**src/hdl/adc_out_pkg.sv**
```systemverilog
// shared constants and types for the converter output control block
package adc_out_pkg;
   localparam int unsigned DATA_W        = 14;
   localparam int unsigned PIPE_STAGES   = 6;
   localparam int unsigned LOCK_CYCLES   = 100;
   localparam int unsigned NAP_CYCLES    = 100;
   localparam int unsigned CNT_W         = 8;
   // mode strap levels, two-bit quantised code
   localparam logic [1:0] MODE_GND       = 2'h0;
   localparam logic [1:0] MODE_THIRD     = 2'h1;
   localparam logic [1:0] MODE_TWO_THIRD = 2'h2;
   localparam logic [1:0] MODE_VDD       = 2'h3;
   // register offsets of the plain register port
   localparam logic [3:0] REG_STATUS     = 4'h0;
   localparam logic [3:0] REG_LAST_WORD  = 4'h4;
   localparam logic [3:0] REG_CTRL       = 4'h8;
   localparam logic       CTRL_RST_VAL   = 1'b0;

   typedef struct packed {
      logic [DATA_W-1:0] data;
      logic              overrange;
   } sample_s;

   typedef enum logic [3:0] {
      ST_OFF    = 4'b0001,
      ST_LOCK   = 4'b0010,
      ST_RUN    = 4'b0100,
      ST_LOW_PW = 4'b1000
   } pw_state_e;
endpackage

```
**src/hdl/adc_parallel_output_ctrl.sv**
```systemverilog
// output control of the pipelined sampling converter
//
// Summary of operation
// - mode strap at ground or one third gives straight binary words.
// - mode strap at two thirds or full supply gives two's complement words.
// - the duty stabilizer is on only for the two middle strap levels.
// - with the stabilizer on, sampling is on the rising edge and the internal duty is fixed.
// - after a long clock stop the loop needs about one hundred cycles; words are not valid then.
// - the overrange flag is high when the sample lies beyond the convertible range.
// - while the active-low output enable is high, all data outputs and the flag float.
// - each sample's result is flagged by data_valid seven cycles after it is taken.
// - power-down high gives one low-power state whatever the output enable, outputs float, recovery 100 cycles.
`timescale 1ns/10ps
`default_nettype none
module adc_parallel_output_ctrl
   import adc_out_pkg::*;
(
   // clock and reset
   input  wire logic              mclk,
   input  wire logic              rstn,
   // strap and control pins
   input  wire logic [1:0]        mode_pin,
   input  wire logic              output_enable_n,
   input  wire logic              power_down_pin,
   input  wire logic              clock_active,
   // core sample input, one per sample strobe
   input  wire logic              sample_strobe,
   input  wire logic signed [DATA_W:0] sample_raw,
   // parallel output pins
   output logic [DATA_W-1:0]      data_out,
   output logic [DATA_W-1:0]      data_oe,
   output logic                   overrange_flag,
   output logic                   overrange_oe,
   output logic                   data_valid,
   input  wire logic              capture_ready,
   // register port
   input  wire logic [3:0]        reg_addr,
   input  wire logic [31:0]       reg_wdata,
   input  wire logic              reg_wr,
   input  wire logic              reg_rd,
   output logic [31:0]            reg_rdata
);
   ////////////////////////////////////////////////////////////////////
   // pin synchronisers, two flops per pin, reset to outputs disabled
   localparam int unsigned       SYNC_W   = 5;
   localparam logic [SYNC_W-1:0] SYNC_RST = 5'h04;
   logic [SYNC_W-1:0] pin_raw;
   logic [SYNC_W-1:0] pin_sync;
   logic [1:0]        mode_s;
   logic              oe_n_s, pd_s, clk_act_s;

   assign pin_raw = {clock_active, power_down_pin, output_enable_n, mode_pin};

   for (genvar g = 0; g < SYNC_W; g++) begin : g_sync
      logic s1_r, s1_nxt, s2_r, s2_nxt;

      always_comb begin
         s1_nxt = pin_raw[g];
         s2_nxt = s1_r;
      end

      always_ff @(posedge mclk or negedge rstn) begin
         if (!rstn) begin
            s1_r <= SYNC_RST[g];
            s2_r <= SYNC_RST[g];
         end else begin
            s1_r <= s1_nxt;
            s2_r <= s2_nxt;
         end
      end

      assign pin_sync[g] = s2_r;
   end

   assign mode_s    = pin_sync[1:0];
   assign oe_n_s    = pin_sync[2];
   assign pd_s      = pin_sync[3];
   assign clk_act_s = pin_sync[4];

   ////////////////////////////////////////////////////////////////////
   // strap decode
   function automatic logic is_twos(input logic [1:0] m);
      return (m == MODE_TWO_THIRD) || (m == MODE_VDD);
   endfunction

   function automatic logic is_stab(input logic [1:0] m);
      return (m == MODE_THIRD) || (m == MODE_TWO_THIRD);
   endfunction

   function automatic logic wr_hit(input logic wr, input logic [3:0] a, input logic [3:0] off);
      return wr && (a == off);
   endfunction

   logic twos_fmt, stab_on;
   assign twos_fmt = is_twos(mode_s);
   assign stab_on  = is_stab(mode_s);

   ////////////////////////////////////////////////////////////////////
   // input coding and overrange
   localparam logic signed [DATA_W:0] FS_MAX = (DATA_W+1)'(2**(DATA_W-1) - 1);
   localparam logic signed [DATA_W:0] FS_MIN = -(DATA_W+1)'(2**(DATA_W-1));
   sample_s conv;
   logic    over, under;
   logic [DATA_W-1:0] clipped;

   always_comb begin
      over    = sample_raw > FS_MAX;
      under   = sample_raw < FS_MIN;
      clipped = sample_raw[DATA_W-1:0];
      if (over) begin
         clipped = FS_MAX[DATA_W-1:0];
      end else if (under) begin
         clipped = FS_MIN[DATA_W-1:0];
      end
      conv.overrange = over || under;
      conv.data = twos_fmt ? clipped : {~clipped[DATA_W-1], clipped[DATA_W-2:0]};
   end

   ////////////////////////////////////////////////////////////////////
   // power and lock state
   pw_state_e         st_r, st_nxt;
   logic [CNT_W-1:0]  cnt_r, cnt_nxt;
   logic              ctrl_hold_r, ctrl_hold_nxt;

   always_comb begin
      st_nxt  = st_r;
      cnt_nxt = cnt_r;
      case (st_r)
         ST_OFF: begin
            if (pd_s) begin
               st_nxt = ST_LOW_PW;
            end else if (clk_act_s) begin
               st_nxt  = ST_LOCK;
               cnt_nxt = stab_on ? CNT_W'(LOCK_CYCLES) : CNT_W'(0);
            end
         end
         ST_LOCK: begin
            if (pd_s) begin
               st_nxt = ST_LOW_PW;
            end else if (!clk_act_s) begin
               st_nxt = ST_OFF;
            end else if (cnt_r == '0) begin
               st_nxt = ST_RUN;
            end else begin
               cnt_nxt = cnt_r - CNT_W'(1);
            end
         end
         ST_RUN: begin
            if (pd_s) begin
               st_nxt = ST_LOW_PW;
            end else if (!clk_act_s) begin
               st_nxt = ST_OFF;
            end
         end
         ST_LOW_PW: begin
            if (!pd_s) begin
               st_nxt  = ST_LOCK;
               cnt_nxt = CNT_W'(NAP_CYCLES);
            end
         end
         default: begin
            st_nxt  = ST_OFF;
            cnt_nxt = '0;
         end
      endcase
   end

   always_ff @(posedge mclk or negedge rstn) begin
      if (!rstn) begin
         st_r        <= ST_OFF;
         cnt_r       <= '0;
      end else begin
         st_r        <= st_nxt;
         cnt_r       <= cnt_nxt;
      end
   end

   ////////////////////////////////////////////////////////////////////
   // pipeline and output buffer
   logic    pipe_vld, buf_ready, out_vld;
   sample_s pipe_out, buf_out;
   logic    take;
   logic    pop_out;

   assign take    = sample_strobe && clk_act_s && (st_r != ST_LOW_PW);
   assign pop_out = data_valid && capture_ready;

   sample_pipe #(
      .DEPTH (PIPE_STAGES)
   ) u_pipe (
      .mclk       (mclk),
      .rstn       (rstn),
      .in_valid   (take),
      .in_sample  (conv),
      .out_valid  (pipe_vld),
      .out_sample (pipe_out)
   );

   // words leaving the pipe outside RUN are discarded
   skid_buf u_buf (
      .mclk    (mclk),
      .rstn    (rstn),
      .s_valid (pipe_vld && (st_r == ST_RUN)),
      .s_ready (buf_ready),
      .s_data  (pipe_out),
      .m_valid (out_vld),
      .m_ready (pop_out),
      .m_data  (buf_out)
   );

   sample_s out_r, out_nxt;
   logic    drop_r, drop_nxt;
   logic    drive;

   always_comb begin
      out_nxt  = out_r;
      drop_nxt = drop_r;
      if (pop_out) begin
         out_nxt = buf_out;
      end
      // a clear and a new drop in one cycle leave the flag set
      if (wr_hit(reg_wr, reg_addr, REG_STATUS)) begin
         drop_nxt = 1'b0;
      end
      if (pipe_vld && (st_r == ST_RUN) && !buf_ready) begin
         drop_nxt = 1'b1;
      end
   end

   always_ff @(posedge mclk or negedge rstn) begin
      if (!rstn) begin
         out_r  <= '0;
         drop_r <= 1'b0;
      end else begin
         out_r  <= out_nxt;
         drop_r <= drop_nxt;
      end
   end

   assign drive          = !oe_n_s && (st_r != ST_LOW_PW);
   assign data_out       = out_r.data;
   assign overrange_flag = out_r.overrange;
   assign data_oe        = {DATA_W{drive}};
   assign overrange_oe   = drive;
   assign data_valid     = out_vld && drive && !ctrl_hold_r && (st_r == ST_RUN);

   ////////////////////////////////////////////////////////////////////
   // control register
   always_comb begin
      ctrl_hold_nxt = ctrl_hold_r;
      if (wr_hit(reg_wr, reg_addr, REG_CTRL)) begin
         ctrl_hold_nxt = reg_wdata[0];
      end
   end

   always_ff @(posedge mclk or negedge rstn) begin
      if (!rstn) begin
         ctrl_hold_r <= CTRL_RST_VAL;
      end else begin
         ctrl_hold_r <= ctrl_hold_nxt;
      end
   end

   ////////////////////////////////////////////////////////////////////
   // register port, read data stand one cycle after the strobe
   logic [31:0] rdata_r, rdata_nxt;

   always_comb begin
      rdata_nxt = 32'h0;
      if (reg_rd) begin
         case (reg_addr)
            REG_STATUS: begin
               rdata_nxt = {23'h0, drop_r, st_r, stab_on, twos_fmt, pd_s, oe_n_s};
            end
            REG_LAST_WORD: begin
               rdata_nxt = {17'h0, out_r.overrange, out_r.data};
            end
            REG_CTRL: begin
               rdata_nxt = {31'h0, ctrl_hold_r};
            end
            default: begin
               rdata_nxt = 32'h0;
            end
         endcase
      end
   end

   always_ff @(posedge mclk or negedge rstn) begin
      if (!rstn) begin
         rdata_r <= 32'h0;
      end else begin
         rdata_r <= rdata_nxt;
      end
   end

   assign reg_rdata = rdata_r;
endmodule
`default_nettype wire

```
**src/hdl/sample_pipe.sv**
```systemverilog
// six stage sample delay line carrying word and overrange flag
`timescale 1ns/10ps
`default_nettype none
module sample_pipe
   import adc_out_pkg::*;
#(
   parameter int unsigned DEPTH = PIPE_STAGES
) (
   // clock and reset
   input  wire logic    mclk,
   input  wire logic    rstn,
   // stream
   input  wire logic    in_valid,
   input  wire sample_s in_sample,
   output logic         out_valid,
   output sample_s      out_sample
);
   sample_s    stage_r [DEPTH];
   sample_s    stage_nxt [DEPTH];
   logic [DEPTH-1:0] vld_r;
   logic [DEPTH-1:0] vld_nxt;

   always_comb begin
      stage_nxt[0] = in_sample;
      vld_nxt[0]   = in_valid;
      for (int i = 1; i < DEPTH; i++) begin
         stage_nxt[i] = stage_r[i-1];
         vld_nxt[i]   = vld_r[i-1];
      end
   end

   always_ff @(posedge mclk or negedge rstn) begin
      if (!rstn) begin
         for (int i = 0; i < DEPTH; i++) begin
            stage_r[i] <= '0;
         end
         vld_r <= '0;
      end else begin
         stage_r <= stage_nxt;
         vld_r   <= vld_nxt;
      end
   end

   assign out_valid  = vld_r[DEPTH-1];
   assign out_sample = stage_r[DEPTH-1];
endmodule
`default_nettype wire

```
**src/hdl/skid_buf.sv**
```systemverilog
// two entry buffer with valid and ready on both sides
`timescale 1ns/10ps
`default_nettype none
module skid_buf
   import adc_out_pkg::*;
(
   // clock and reset
   input  wire logic    mclk,
   input  wire logic    rstn,
   // fill side
   input  wire logic    s_valid,
   output logic         s_ready,
   input  wire sample_s s_data,
   // drain side
   output logic         m_valid,
   input  wire logic    m_ready,
   output sample_s      m_data
);
   sample_s    mem_r [2];
   sample_s    mem_nxt [2];
   logic       wp_r, wp_nxt, rp_r, rp_nxt;
   logic [1:0] cnt_r, cnt_nxt;
   logic       push, pop;

   assign s_ready = (cnt_r != 2'h2);
   assign m_valid = (cnt_r != 2'h0);
   assign m_data  = mem_r[rp_r];
   assign push    = s_valid && s_ready;
   assign pop     = m_valid && m_ready;

   always_comb begin
      mem_nxt = mem_r;
      wp_nxt  = wp_r;
      rp_nxt  = rp_r;
      cnt_nxt = cnt_r;
      if (push) begin
         mem_nxt[wp_r] = s_data;
         wp_nxt        = ~wp_r;
      end
      if (pop) begin
         rp_nxt = ~rp_r;
      end
      if (push && !pop) begin
         cnt_nxt = cnt_r + 2'h1;
      end else if (pop && !push) begin
         cnt_nxt = cnt_r - 2'h1;
      end
   end

   always_ff @(posedge mclk or negedge rstn) begin
      if (!rstn) begin
         mem_r[0] <= '0;
         mem_r[1] <= '0;
         wp_r     <= 1'b0;
         rp_r     <= 1'b0;
         cnt_r    <= 2'h0;
      end else begin
         mem_r <= mem_nxt;
         wp_r  <= wp_nxt;
         rp_r  <= rp_nxt;
         cnt_r <= cnt_nxt;
      end
   end
endmodule
`default_nettype wire

```
**config.mk**
```make
export PLATFORM = sky130hd
export DESIGN_NAME = adc_parallel_output_ctrl
export DESIGN_NICKNAME = d
export VERILOG_FILES = /design/src/hdl/adc_out_pkg.sv /design/src/hdl/adc_parallel_output_ctrl.sv /design/src/hdl/sample_pipe.sv /design/src/hdl/skid_buf.sv
export SDC_FILE = /design/constraint.sdc
export NUM_CORES = 1
export LEC_CHECK = 0
export ABC_AREA = 1
export ABC_CLOCK_PERIOD_IN_PS = 2500
export BUFFER_PORTS_ARGS = -buffer_cell sky130_fd_sc_hd__buf_4
export CAP_MARGIN = 25
export CORE_MARGIN = 1.5
export CORE_UTILIZATION = 29
export CTS_CLUSTER_SIZE = 12
export DETAILED_ROUTE_END_ITERATION = 8
export GPL_TIMING_DRIVEN = 0
export PLACE_DENSITY = 0.51
export SYNTH_ARGS = -nofsm -noshare
export SYNTH_HDL_FRONTEND = slang
export SYNTH_HIERARCHICAL = 1
export SYNTH_SLANG_ARGS = --single-unit
```
**constraint.sdc**
```tcl
create_clock -name mclk -period 2.5 [get_ports mclk]
set_clock_uncertainty 0.15 [all_clocks]
set_input_delay 0.375 -clock mclk [delete_from_list [all_inputs] [get_ports mclk]]
set_output_delay 0.375 -clock mclk [all_outputs]
set_load 0.02 [all_outputs]
```
==> results of run 1 <==
## worst register-to-register path, stage by stage, from the launching register on
cell and delay [ns]:
dfstp_2 0.57, inv_1 0.08, nand2_2 0.10, nor2_4 0.06
nor2_4 0.16, and3_1 0.20, buf_6 0.14, buf_12 0.12
nand2_1 0.07, ha_1 0.31, inv_1 0.08, nand3_1 0.07
nand2_1 0.06, nand2_1 0.04
## synth_stat cells
| cell type | number | area share [%] |
|---|---|---|
| a21oi_1 | 12 | 0.86 |
| and2_4 | 1 | 0.13 |
| and3_1 | 1 | 0.090 |
| buf_1 | 1 | 0.054 |
| buf_12 | 1 | 0.29 |
| buf_2 | 7 | 0.50 |
| buf_4 | 36 | 3.9 |
| buf_6 | 5 | 0.81 |
| clkbuf_1 | 1 | 0.054 |
| conb_1 | 1 | 0.054 |
| dfrtp_1 | 181 | 65 |
| dfstp_2 | 3 | 1.1 |
| ha_1 | 5 | 0.90 |
| inv_1 | 38 | 2.1 |
| inv_2 | 3 | 0.16 |
| nand2_1 | 265 | 14 |
| nand2_2 | 2 | 0.18 |
| nand2_4 | 1 | 0.16 |
| nand2_8 | 1 | 0.29 |
| nand3_1 | 12 | 0.86 |
| nand3_2 | 2 | 0.29 |
| nand3_4 | 2 | 0.50 |
| nand3b_1 | 1 | 0.11 |
| nand4_1 | 35 | 3.2 |
| nor2_1 | 36 | 1.9 |
| nor2_2 | 2 | 0.18 |
| nor2_4 | 3 | 0.49 |
| nor3_2 | 1 | 0.14 |
| nor3_4 | 1 | 0.23 |
| o21ai_0 | 2 | 0.14 |
| o21bai_1 | 1 | 0.11 |
| o31ai_1 | 1 | 0.11 |
| or2_2 | 1 | 0.090 |
| xnor2_1 | 2 | 0.25 |
| xor2_1 | 2 | 0.25 |
## metal layers
layer  up-vias  wire length [um]  global-route usage, %
met2       113              5840                   17.4
met1      2039              6530                   15.6
met4         0               152                   3.77
met3        10               681                   3.12
li1       2313                 -                      -
met5         -                 0                      0
## per-stage QoR
step	util, %	setup slack, ns	hold WS [ns]	instances	power (uW)
after floorplan	-	0.152	-0.0706	685	4520
after global placement	34.0	-0.261	0.181	1080	4940
after detailed placement	34.1	-0.00445	0.185	1081	4970
after CTS	37.8	0.168	0.0141	1135	7810
after global routing	37.8	0.0407	0.0323	1135	8140
final	37.8	0.191	0.0292	1135	7690
## state kept, by name, summed over array words and instances (netlist names)
register           cells
cnt_r                  8
ctrl_hold_r            1
u_buf/cnt_r            2
g_sync.s2_r            4
drop_r                 1
u_buf/rp_r             1
clk_act_s              1
g_sync.s1_r            5
u_buf/mem_r           30
data_out              14
u_buf/wp_r             1
u_pipe/stage_nxt      75
u_pipe/vld_r           6
overrange_flag         1
reg_rdata             15
st_r                   4
u_pipe/out_sample     15
## how the worst max path moves through the flow
stage	startpoint	end	slack, ns	cells after the start
detailed placement	st_r[0]$_DFFE_PN1P_	u_buf/cnt_r[1]$_DFFE_PN0P_	-0.004	13
global placement	rstn	u_pipe/stage_nxt[68]$_DFF_PN0_	-0.26	1
floorplan	st_r[0]$_DFFE_PN1P_	u_buf/cnt_r[1]$_DFFE_PN0P_	0.15	13
global route	st_r[0]$_DFFE_PN1P_	u_buf/cnt_r[1]$_DFFE_PN0P_	0.04	13
CTS	st_r[0]$_DFFE_PN1P_	data_oe[3]	0.17	7
finish	st_r[0]$_DFFE_PN1P_	u_buf/cnt_r[1]$_DFFE_PN0P_	0.19	13
## repair_timing
action,in CTS,in global routing
endpoints found under the hold margin,95,0
endpoints found under the setup margin,1,0
hold buffers,21,0
buffers inserted,1,0
gates resized for setup,0,0
## cell usage in the layout, fill, tap and decap left out, types with 5 or more instances in the layout
| cell type | instances |
|---|---|
| nand3_1 | 12 |
| a21oi_1 | 12 |
| ha_1 | 5 |
| buf_6 | 5 |
| buf_4 | 111 |
| dfrtp_1 | 181 |
| dlygate4sd3_1 | 21 |
| clkinv_8 | 7 |
| inv_1 | 38 |
| nor2_1 | 36 |
| buf_2 | 7 |
| nand2_1 | 265 |
| clkbuf_16 | 17 |
| conb_1 | 17 |
| nand4_1 | 35 |
## cell type report
type / instances / share of cell area, %
well taps: 319 / 4.50
clock buffers: 17 / 4.79
multi-input cells: 409 / 20.9
clock inverters: 15 / 2.38
inverters: 41 / 1.73
repair buffers: 99 / 9.41
flip-flops and latches: 184 / 51.9
plain buffers: 51 / 4.38
## cells by family after synthesis
| logic type | Yosys count | synth area share, % |
|---|---|---|
| compound gates | 16 | 1.22 |
| other cells | 1 | 0.0540 |
| flops | 184 | 66.3 |
| fa+ha+maj | 5 | 0.901 |
| xor+xnor | 4 | 0.504 |
| simple gates | 367 | 23.2 |
| buf+inv | 92 | 7.82 |
## where the power goes
group | switching [uW] | leakage [uW] | internal (uW)
Sequential | 181 | 0.00230 | 3270
Combinational | 921 | 0.00197 | 569
Clock | 1360 | 0.000298 | 1390
==> out/summary.txt, run 1 <==
Critical path arrival -> 2.49 ns
Count of final setup violators -> 0
Cell Chain, Critical Path -> inv_1 -> nand2_2 -> nor2_4 -> nor2_4 -> and3_1 -> buf_6 -> buf_12 -> nand2_1 -> ha_1 -> inv_1 -> nand3_1 -> nand2_1 -> nand2_1
Clk Latency, worst-skew pair -> 0.43 ns
Deepest clock path buffer count -> 2
Tcrit/Tclk final -> 92.4%
Site Rows -> 56
Critical setup path kind -> register to register
Cells after Synth -> 669
Relative slew slack -> 54.5%
Fillers -> 2336
Hold Crit Endpoint -> u_pipe/vld_r[0]$_DFF_PN0_
Tightest Pin Transition -> 0.679 ns
Die Width -> 158 um
Required time of the worst setup path -> 2.68 ns
Vias -> 4475
Unique masters post-synth -> 35
Max VDD drop -> 400 uV
Worst reg2reg path endpoint -> u_buf/cnt_r[1]$_DFFE_PN0P_
Max incr delay on CP -> 0.57 ns
Chip height -> 158 um
Largest net degree at the start of global routing -> 107
Gpl congestion -> 0.766
Critical Path Sink Type -> register
WL final -> 13200 um
Hold WC Path Type -> primary input to register
Starting Density -> 29.6%
Reg2reg start -> st_r[0]$_DFFE_PN1P_
Core area -> 23500 sq um
Nets -> 870
Diode count -> 0
Grt total ovfl -> 0
Wirelength per Cell -> 11.6 um
Pre-Repair DR Iteration Count -> 4
Crit path buffers/inverters -> 4
Pwr dens -> 866 nW/um^2
Fmax -> 433 MHz
Fin crit period -> 2.31 ns
Post-DP HPWL -> 8800 um
Antenna Violating Nets Remaining -> 0
Post-synthesis sequential area ratio -> 66.3%
First-pass GRT wire length -> 21700 um
Area occupied by multi-input gates -> 1860 sq um
Clk sink count -> 184
CTS Buf Count -> 17
Netlist Area Pre-Place -> 6950 sq um
Status -> complete, no violations
HP Start -> sample_strobe
Share of layout cells above drive strength 1 -> 22.3%
Die area -> 24900 sq um
Crit-path slowest cell -> dfstp_2
Cells on worst reg2reg path -> 13
Syn. warnings -> 6
Crit path top cell by count -> nand2_1
I/O Buffers -> 76
Clk root buf -> clkbuf_16
Hold Path Cell Cnt -> 3
GRT Total Usage -> 11.4%
CP top delay family -> simple AND/OR/NAND/NOR gates
Clock transition at the registers of the reported paths -> 0.08 ns
Vias in the first global route -> 4149
Register area -> 4610 sq um
Worst Path Max Fanout -> 11
P&R area growth vs syn -> 27.8%
IO Pins -> 125
Fin. Hold Viols -> 0
Initial antenna violation count -> 0
LEAKAGE -> 0.00457 uW
Post-placement cell area -> 8010 sq um
Setup tns final -> 0 ns
Max_cap viols -> 0
CP Launch Type -> register
Final Max Tran Viols -> 0
Via density -> 3.94
Avg Cell Area, Syn -> 10.4 sq um
Initial drt markers -> 174
CTS tree -> done
H-tree levels -> 4
R2r setup slk -> 0.19 ns
Final instance area -> 8880 sq um
#FFs+latches synth -> 184
# DRC -> 0
RSZ-0062 raised after global routing -> no
Power figures use the tool's default switching activity.
==> inputs of run 2 (changes only) <==
ABC_CLOCK_PERIOD_IN_PS = 2020   (was 2500)
CORE_UTILIZATION = 35   (was 29)
PLACE_DENSITY = 0.6   (was 0.51)
clock period = 2.02 ns   (was 2.5 ns; I/O delays follow)
==> run 2 against run 1 <==
Net effect: the flow now finishes with violations (negative setup slack); worst hold slack worse by 0.0038 ns; die area down 17%; critical path type is now register to output port; via count up 3.6%; critical path depth down 5; register-to-register slack worse by 0.25 ns; global-route usage up 2.0 points; wire length down 1.4%; sequential share of layout area down 0.91 points; count of clock-buffer cells in the layout unchanged; cell count down 3.3%; design area up 1.9%; critical endpoint is now data_oe[4].
==> out/summary.txt, run 2 (synthesized netlist as in run 1, its figures left out) <==
Critical path arrival -> 1.70 ns
Critical Path Sink Type -> output port
Fmax -> 464 MHz
Via density -> 4.22
Initial drt markers -> 298
Grt total ovfl -> 0
I/O Buffers -> 76
CTS Buf Count -> 17
Vias in the first global route -> 4362
Initial antenna violation count -> 0
Worst slack, placed -> -0.362 ns
Die area -> 20700 sq um
Post-DP HPWL -> 8660 um
Max_cap viols -> 0
Max incr delay on CP -> 0.45 ns
Hold WC Path Type -> primary input to register
Status -> complete, but fails checks
Commonest non-fill, non-tap cell in the layout -> nand2_1
First-pass GRT wire length -> 21500 um
Wirelength per Cell -> 11.9 um
Core area -> 19500 sq um
Largest net degree at the start of global routing -> 106
Final Max Tran Viols -> 0
Failing checks -> negative setup slack
Clk sink count -> 184
Final Worst Setup Slack -> -0.134 ns
Max FFs per register -> 75
Critical setup path kind -> register to output port
H-tree levels -> 4
Count of final setup violators -> 17
Chip height -> 144 um
CP Launch Type -> register
IO Pins -> 125
Max VDD drop -> 530 uV
Worst Path Max Fanout -> 10
Relative slew slack -> 55.6%
Share of layout cells above drive strength 1 -> 24.6%
GRT Total Usage -> 13.4%
Clock transition at the registers of the reported paths -> 0.07 ns
Clk Latency, worst-skew pair -> 0.43 ns
Crit path buffers/inverters -> 5
Vias -> 4636
Antenna Violating Nets Remaining -> 0
Pre-Repair DR Iteration Count -> 4
P&R area growth vs syn -> 30.2%
RSZ-0062 raised after global routing -> yes
# DRC -> 0
Site Rows -> 51
Tcrit/Tclk final -> 107%
Required time of the worst setup path -> 1.57 ns
Diode count -> 0
Pwr dens -> 1070 nW/um^2
CTS tree -> done
LEAKAGE -> 0.00469 uW
Most frequent cells in the layout -> nand2_1 (264), dfrtp_1 (178), buf_4 (103), nor2_1 (36)
WL final -> 13000 um
Nets -> 887
Fin. Hold Viols -> 0
Crit-path slowest cell -> dfrtp_2
Starting Density -> 35.7%
WHS -> 0.0255 ns
Cell Chain, Critical Path -> inv_2 -> nand2_4 -> nor2_4 -> nor2_4 -> buf_12 -> buf_4 -> buf_4 -> buf_6
CP top delay family -> buffers and inverters
Gpl congestion -> 0.822
Deepest clock path buffer count -> 2
Clk root buf -> clkbuf_16
Fin crit period -> 2.15 ns
Tightest Pin Transition -> 0.662 ns
Die Width -> 144 um
==> run 2: cell types whose count changed in the layout (fill, tap and decap cells not counted), sizes merged <==
| cell | before | now |
|---|---|---|
| clkinvlp | 2 | 0 |
| clkbuf | 18 | 19 |
| buf | 128 | 141 |
| inv | 47 | 49 |
| dlygate4sd3 | 21 | 24 |
==> run 2: final timing paths <==
| kind | start | to | slack [ns] | cells past startpoint |
|---|---|---|---|---|
| min in group asynchronous | rstn | cnt_r[7]$_DFFE_PN0P_ | 0.28 | 2 |
| min | reg_addr[0] | ctrl_hold_r$_DFFE_PN0P_ | 0.03 | 4 |
| max reg2reg | st_r[0]$_DFFE_PN1P_ | u_buf/cnt_r[1]$_DFFE_PN0P_ | -0.06 | 13 |
| min reg2reg | u_pipe/stage_nxt[0]$_DFF_PN0_ | u_pipe/out_sample[0]$_DFF_PN0_ | 0.19 | 0 |
| max | st_r[1]$_DFFE_PN0P_ | data_oe[4] | -0.13 | 8 |
| max in group asynchronous | rstn | u_pipe/stage_nxt[33]$_DFF_PN0_ | 0.55 | 3 |
==> run 2: power by group <==
group          total (uW)  switching, uW  internal (uW)
combinational        2050           1210            836
clock                3340           1640           1700
sequential           4270            221           4050
==> run 2: routing by layer <==
layer | wire length [um] | global-route usage, % | vias to the layer above
met4 | 153 | 4.67 | 0
met2 | 5850 | 20.7 | 115
met3 | 724 | 3.50 | 10
met5 | 0 | 0 | -
met1 | 6290 | 18.3 | 2164
li1 | - | - | 2347
==> run 2: worst register-to-register path, cell delays in order, from the launching register on <==
cell,delay (ns)
dfstp_2,0.55
inv_2,0.06
nand2_4,0.07
nor2_4,0.04
nor2_4,0.09
buf_12,0.13
and3_4,0.23
buf_12,0.11
nand2_4,0.05
ha_4,0.22
inv_2,0.05
nand3_1,0.08
nand2_1,0.07
nand2_1,0.05
==> run 2: layout make-up <==
class,instances,area (sq um)
fillers,1789,10400
flip-flops and latches,184,4610
multi-input cells,409,1890
repair buffers,117,1050
clock buffers,17,425
plain buffers,50,399
well taps,265,332
clock inverters,15,190
inverters,41,154
==> run 2: timing repair <==
action                                  in CTS  in global routing
buffers inserted                             4                 12
pin swaps                                    2                  0
hold buffers                                24                  0
gates resized for setup                     19                 10
hold endpoints to repair                    99                  0
endpoints found under the setup margin      19                 18
==> run 2: stage by stage <==
stage | TNS (ns) | util [%] | std cells | total power [uW] | cell area [sq um]
after floorplan | -0.351 | - | 685 | 5610 | 7030
after global placement | -106.44 | 40.8 | 1026 | 6090 | 7930
after detailed placement | -0.621 | 40.9 | 1027 | 6160 | 7970
after CTS | -0.995 | 45.9 | 1087 | 9670 | 8930
after global routing | -2.62 | 46.5 | 1098 | 10200 | 9040
final | -1.50 | 46.5 | 1098 | 9660 | 9040
==> inputs of run 3 (changes only) <==
GPL_TIMING_DRIVEN = default   (was 0)
==> run 3 against run 2 <==
Net effect: the flow still finishes with violations (negative setup slack); worst hold slack gained 0.010 ns; register-to-register slack improved by 0.07 ns; highest routed layer unchanged; total power is 0.24% higher; design area down 1.8%; sequential power hardly changed; worst setup slack better by 0.044 ns.
==> out/summary.txt, run 3 (synthesized netlist as in run 1, its figures left out) <==
Required time of the worst setup path -> 1.57 ns
HP Start -> reg_addr[0]
Power Internal -> 6600 uW
Hold WC Path Type -> primary input to register
LEAKAGE -> 0.00455 uW
Clk sink count -> 184
Seq pwr share -> 43.9%
Pre-Repair DR Iteration Count -> 5
Worst reg2reg path endpoint -> u_buf/cnt_r[1]$_DFFE_PN0P_
Via density -> 4.27
H-tree levels -> 4
CTS tree -> done
CTS Buf Count -> 17
Final Max Tran Viols -> 0
Net Sw Power -> 3080 uW
# DRC -> 0
Status -> complete, but fails checks
Critical Path Sink Type -> output port
Post-placement cell area -> 7700 sq um
Worst Path Max Fanout -> 7
Failing checks -> negative setup slack
Core area -> 19500 sq um
Fin crit period -> 2.11 ns
Fmax -> 474 MHz
Register area -> 4610 sq um
IO Pins -> 125
RSZ-0062 raised after global routing -> yes
Starting Density -> 35.7%
Count of final setup violators -> 16
Max_cap viols -> 0
Vias in the first global route -> 4417
Area occupied by multi-input gates -> 1900 sq um
Gpl congestion -> 0.808
Tcrit/Tclk final -> 104%
Wirelength per Cell -> 12.1 um
Max incr delay on CP -> 0.54 ns
Crit path buffers/inverters -> 4
First-pass GRT wire length -> 21500 um
Initial drt markers -> 220
Antenna Violating Nets Remaining -> 0
CP top delay family -> flip-flops
Reg2reg start -> st_r[0]$_DFFE_PN1P_
Hold Crit Endpoint -> ctrl_hold_r$_DFFE_PN0P_
GRT Total Usage -> 13.5%
Post-DP HPWL -> 8200 um
Pwr dens -> 1090 nW/um^2
Most frequent cells in the layout -> nand2_1 (263), dfrtp_1 (180), buf_4 (89), inv_1 (35), nand4_1 (35)
Final Worst Setup Slack -> -0.0899 ns
Deepest clock path buffer count -> 2
Clk root buf -> clkbuf_16
Chip height -> 144 um
Largest net degree at the start of global routing -> 50
Comb power frac -> 21.7%
Nets -> 855
Die Width -> 144 um
Cells on worst reg2reg path -> 13
Vias -> 4556
Clk network pwr share -> 34.4%
P&R area growth vs syn -> 27.8%
Share of layout cells above drive strength 1 -> 22.1%
R2r setup slk -> 0.01 ns
Cell Chain, Critical Path -> inv_2 -> nand2_4 -> nor2_4 -> nor2_4 -> buf_8 -> clkbuf_16 -> buf_8
Hold Path Cell Cnt -> 4
Clock transition at the registers of the reported paths -> 0.07 ns
Final instance area -> 8880 sq um
Fin util -> 45.6%
Grt total ovfl -> 0
Site Rows -> 51
Initial antenna violation count -> 0
Fillers -> 1798
Commonest non-fill, non-tap cell in the layout -> nand2_1
Sw frac -> 31.9%
Worst slack, placed -> 0.169 ns
WL final -> 12900 um
Fin. Hold Viols -> 0
Diode count -> 0
Critical path arrival -> 1.66 ns
I/O Buffers -> 76
Clk Latency, worst-skew pair -> 0.43 ns
Die area -> 20700 sq um
Crit-path slowest cell -> dfstp_2
CP Launch Type -> register
Max FFs per register -> 75
Critical setup path kind -> register to output port
Max VDD drop -> 589 uV
-- run 3: worst min-delay path, delay by kind of cell --
| kind | cells | cell delay, ns |
|---|---|---|
| simple gates | 2 | 0.12 |
| buf+inv | 1 | 0.08 |
| compound gates | 1 | 0.07 |
-- run 3: worst max path at each step --
| stage | endpoint | cells past startpoint | from |
|---|---|---|---|
| floorplan | u_buf/cnt_r[1]$_DFFE_PN0P_ | 13 | st_r[0]$_DFFE_PN1P_ |
| global placement | u_buf/cnt_r[1]$_DFFE_PN0P_ | 10 | st_r[1]$_DFFE_PN0P_ |
| detailed placement | u_buf/cnt_r[1]$_DFFE_PN0P_ | 10 | st_r[1]$_DFFE_PN0P_ |
| CTS | data_oe[13] | 7 | st_r[0]$_DFFE_PN1P_ |
| global route | data_oe[11] | 7 | st_r[0]$_DFFE_PN1P_ |
| finish | data_oe[11] | 7 | st_r[0]$_DFFE_PN1P_ |
-- run 3: what timing repair did --
action,CTS,global route
gates cloned,0,1
pin swaps,3,5
hold buffers,24,0
endpoints found under the setup margin,16,27
resized for setup,8,31
buffers inserted,11,6
endpoints found under the hold margin,65,0
-- run 3: stage by stage --
stage	total power (uW)	hold WS [ns]	TNS, ns	std cells
4_1_cts	9590	0.0131	-1.29	1059
3_3_place_gp	5980	0.132	0	992
6_report	9680	0.0359	-1.26	1066
5_1_grt	10300	0.0527	-2.48	1066
2_1_floorplan	5610	-0.143	-0.351	685
3_5_place_dp	6030	0.132	0	992
-- run 3: power groups by stage --
stage	combinational [uW]	clock, uW	sequential [uW]
floorplan	1320	0	4290
global placement	1660	0	4320
detailed placement	1700	0	4330
CTS	1910	3430	4250
global route	2360	3610	4290
finish	2100	3330	4250
-- run 3: area by class of cell --
cell class / instances / area share (%)
clock buffers: 17 / 4.79
clock inverters: 15 / 2.28
inverters: 41 / 1.73
multi-input cells: 409 / 21.4
flip-flops and latches: 184 / 51.9
well taps: 265 / 3.73
repair buffers: 135 / 14.1
-- run 3: metal layers --
| layer | wire (um) | vias up | GRT usage [%] |
|---|---|---|---|
| li1 | - | 2291 | - |
| met3 | 553 | 9 | 3.80 |
| met5 | 0 | - | 0 |
| met2 | 6070 | 121 | 21.2 |
| met1 | 6130 | 2135 | 17.9 |
| met4 | 119 | 0 | 4.83 |
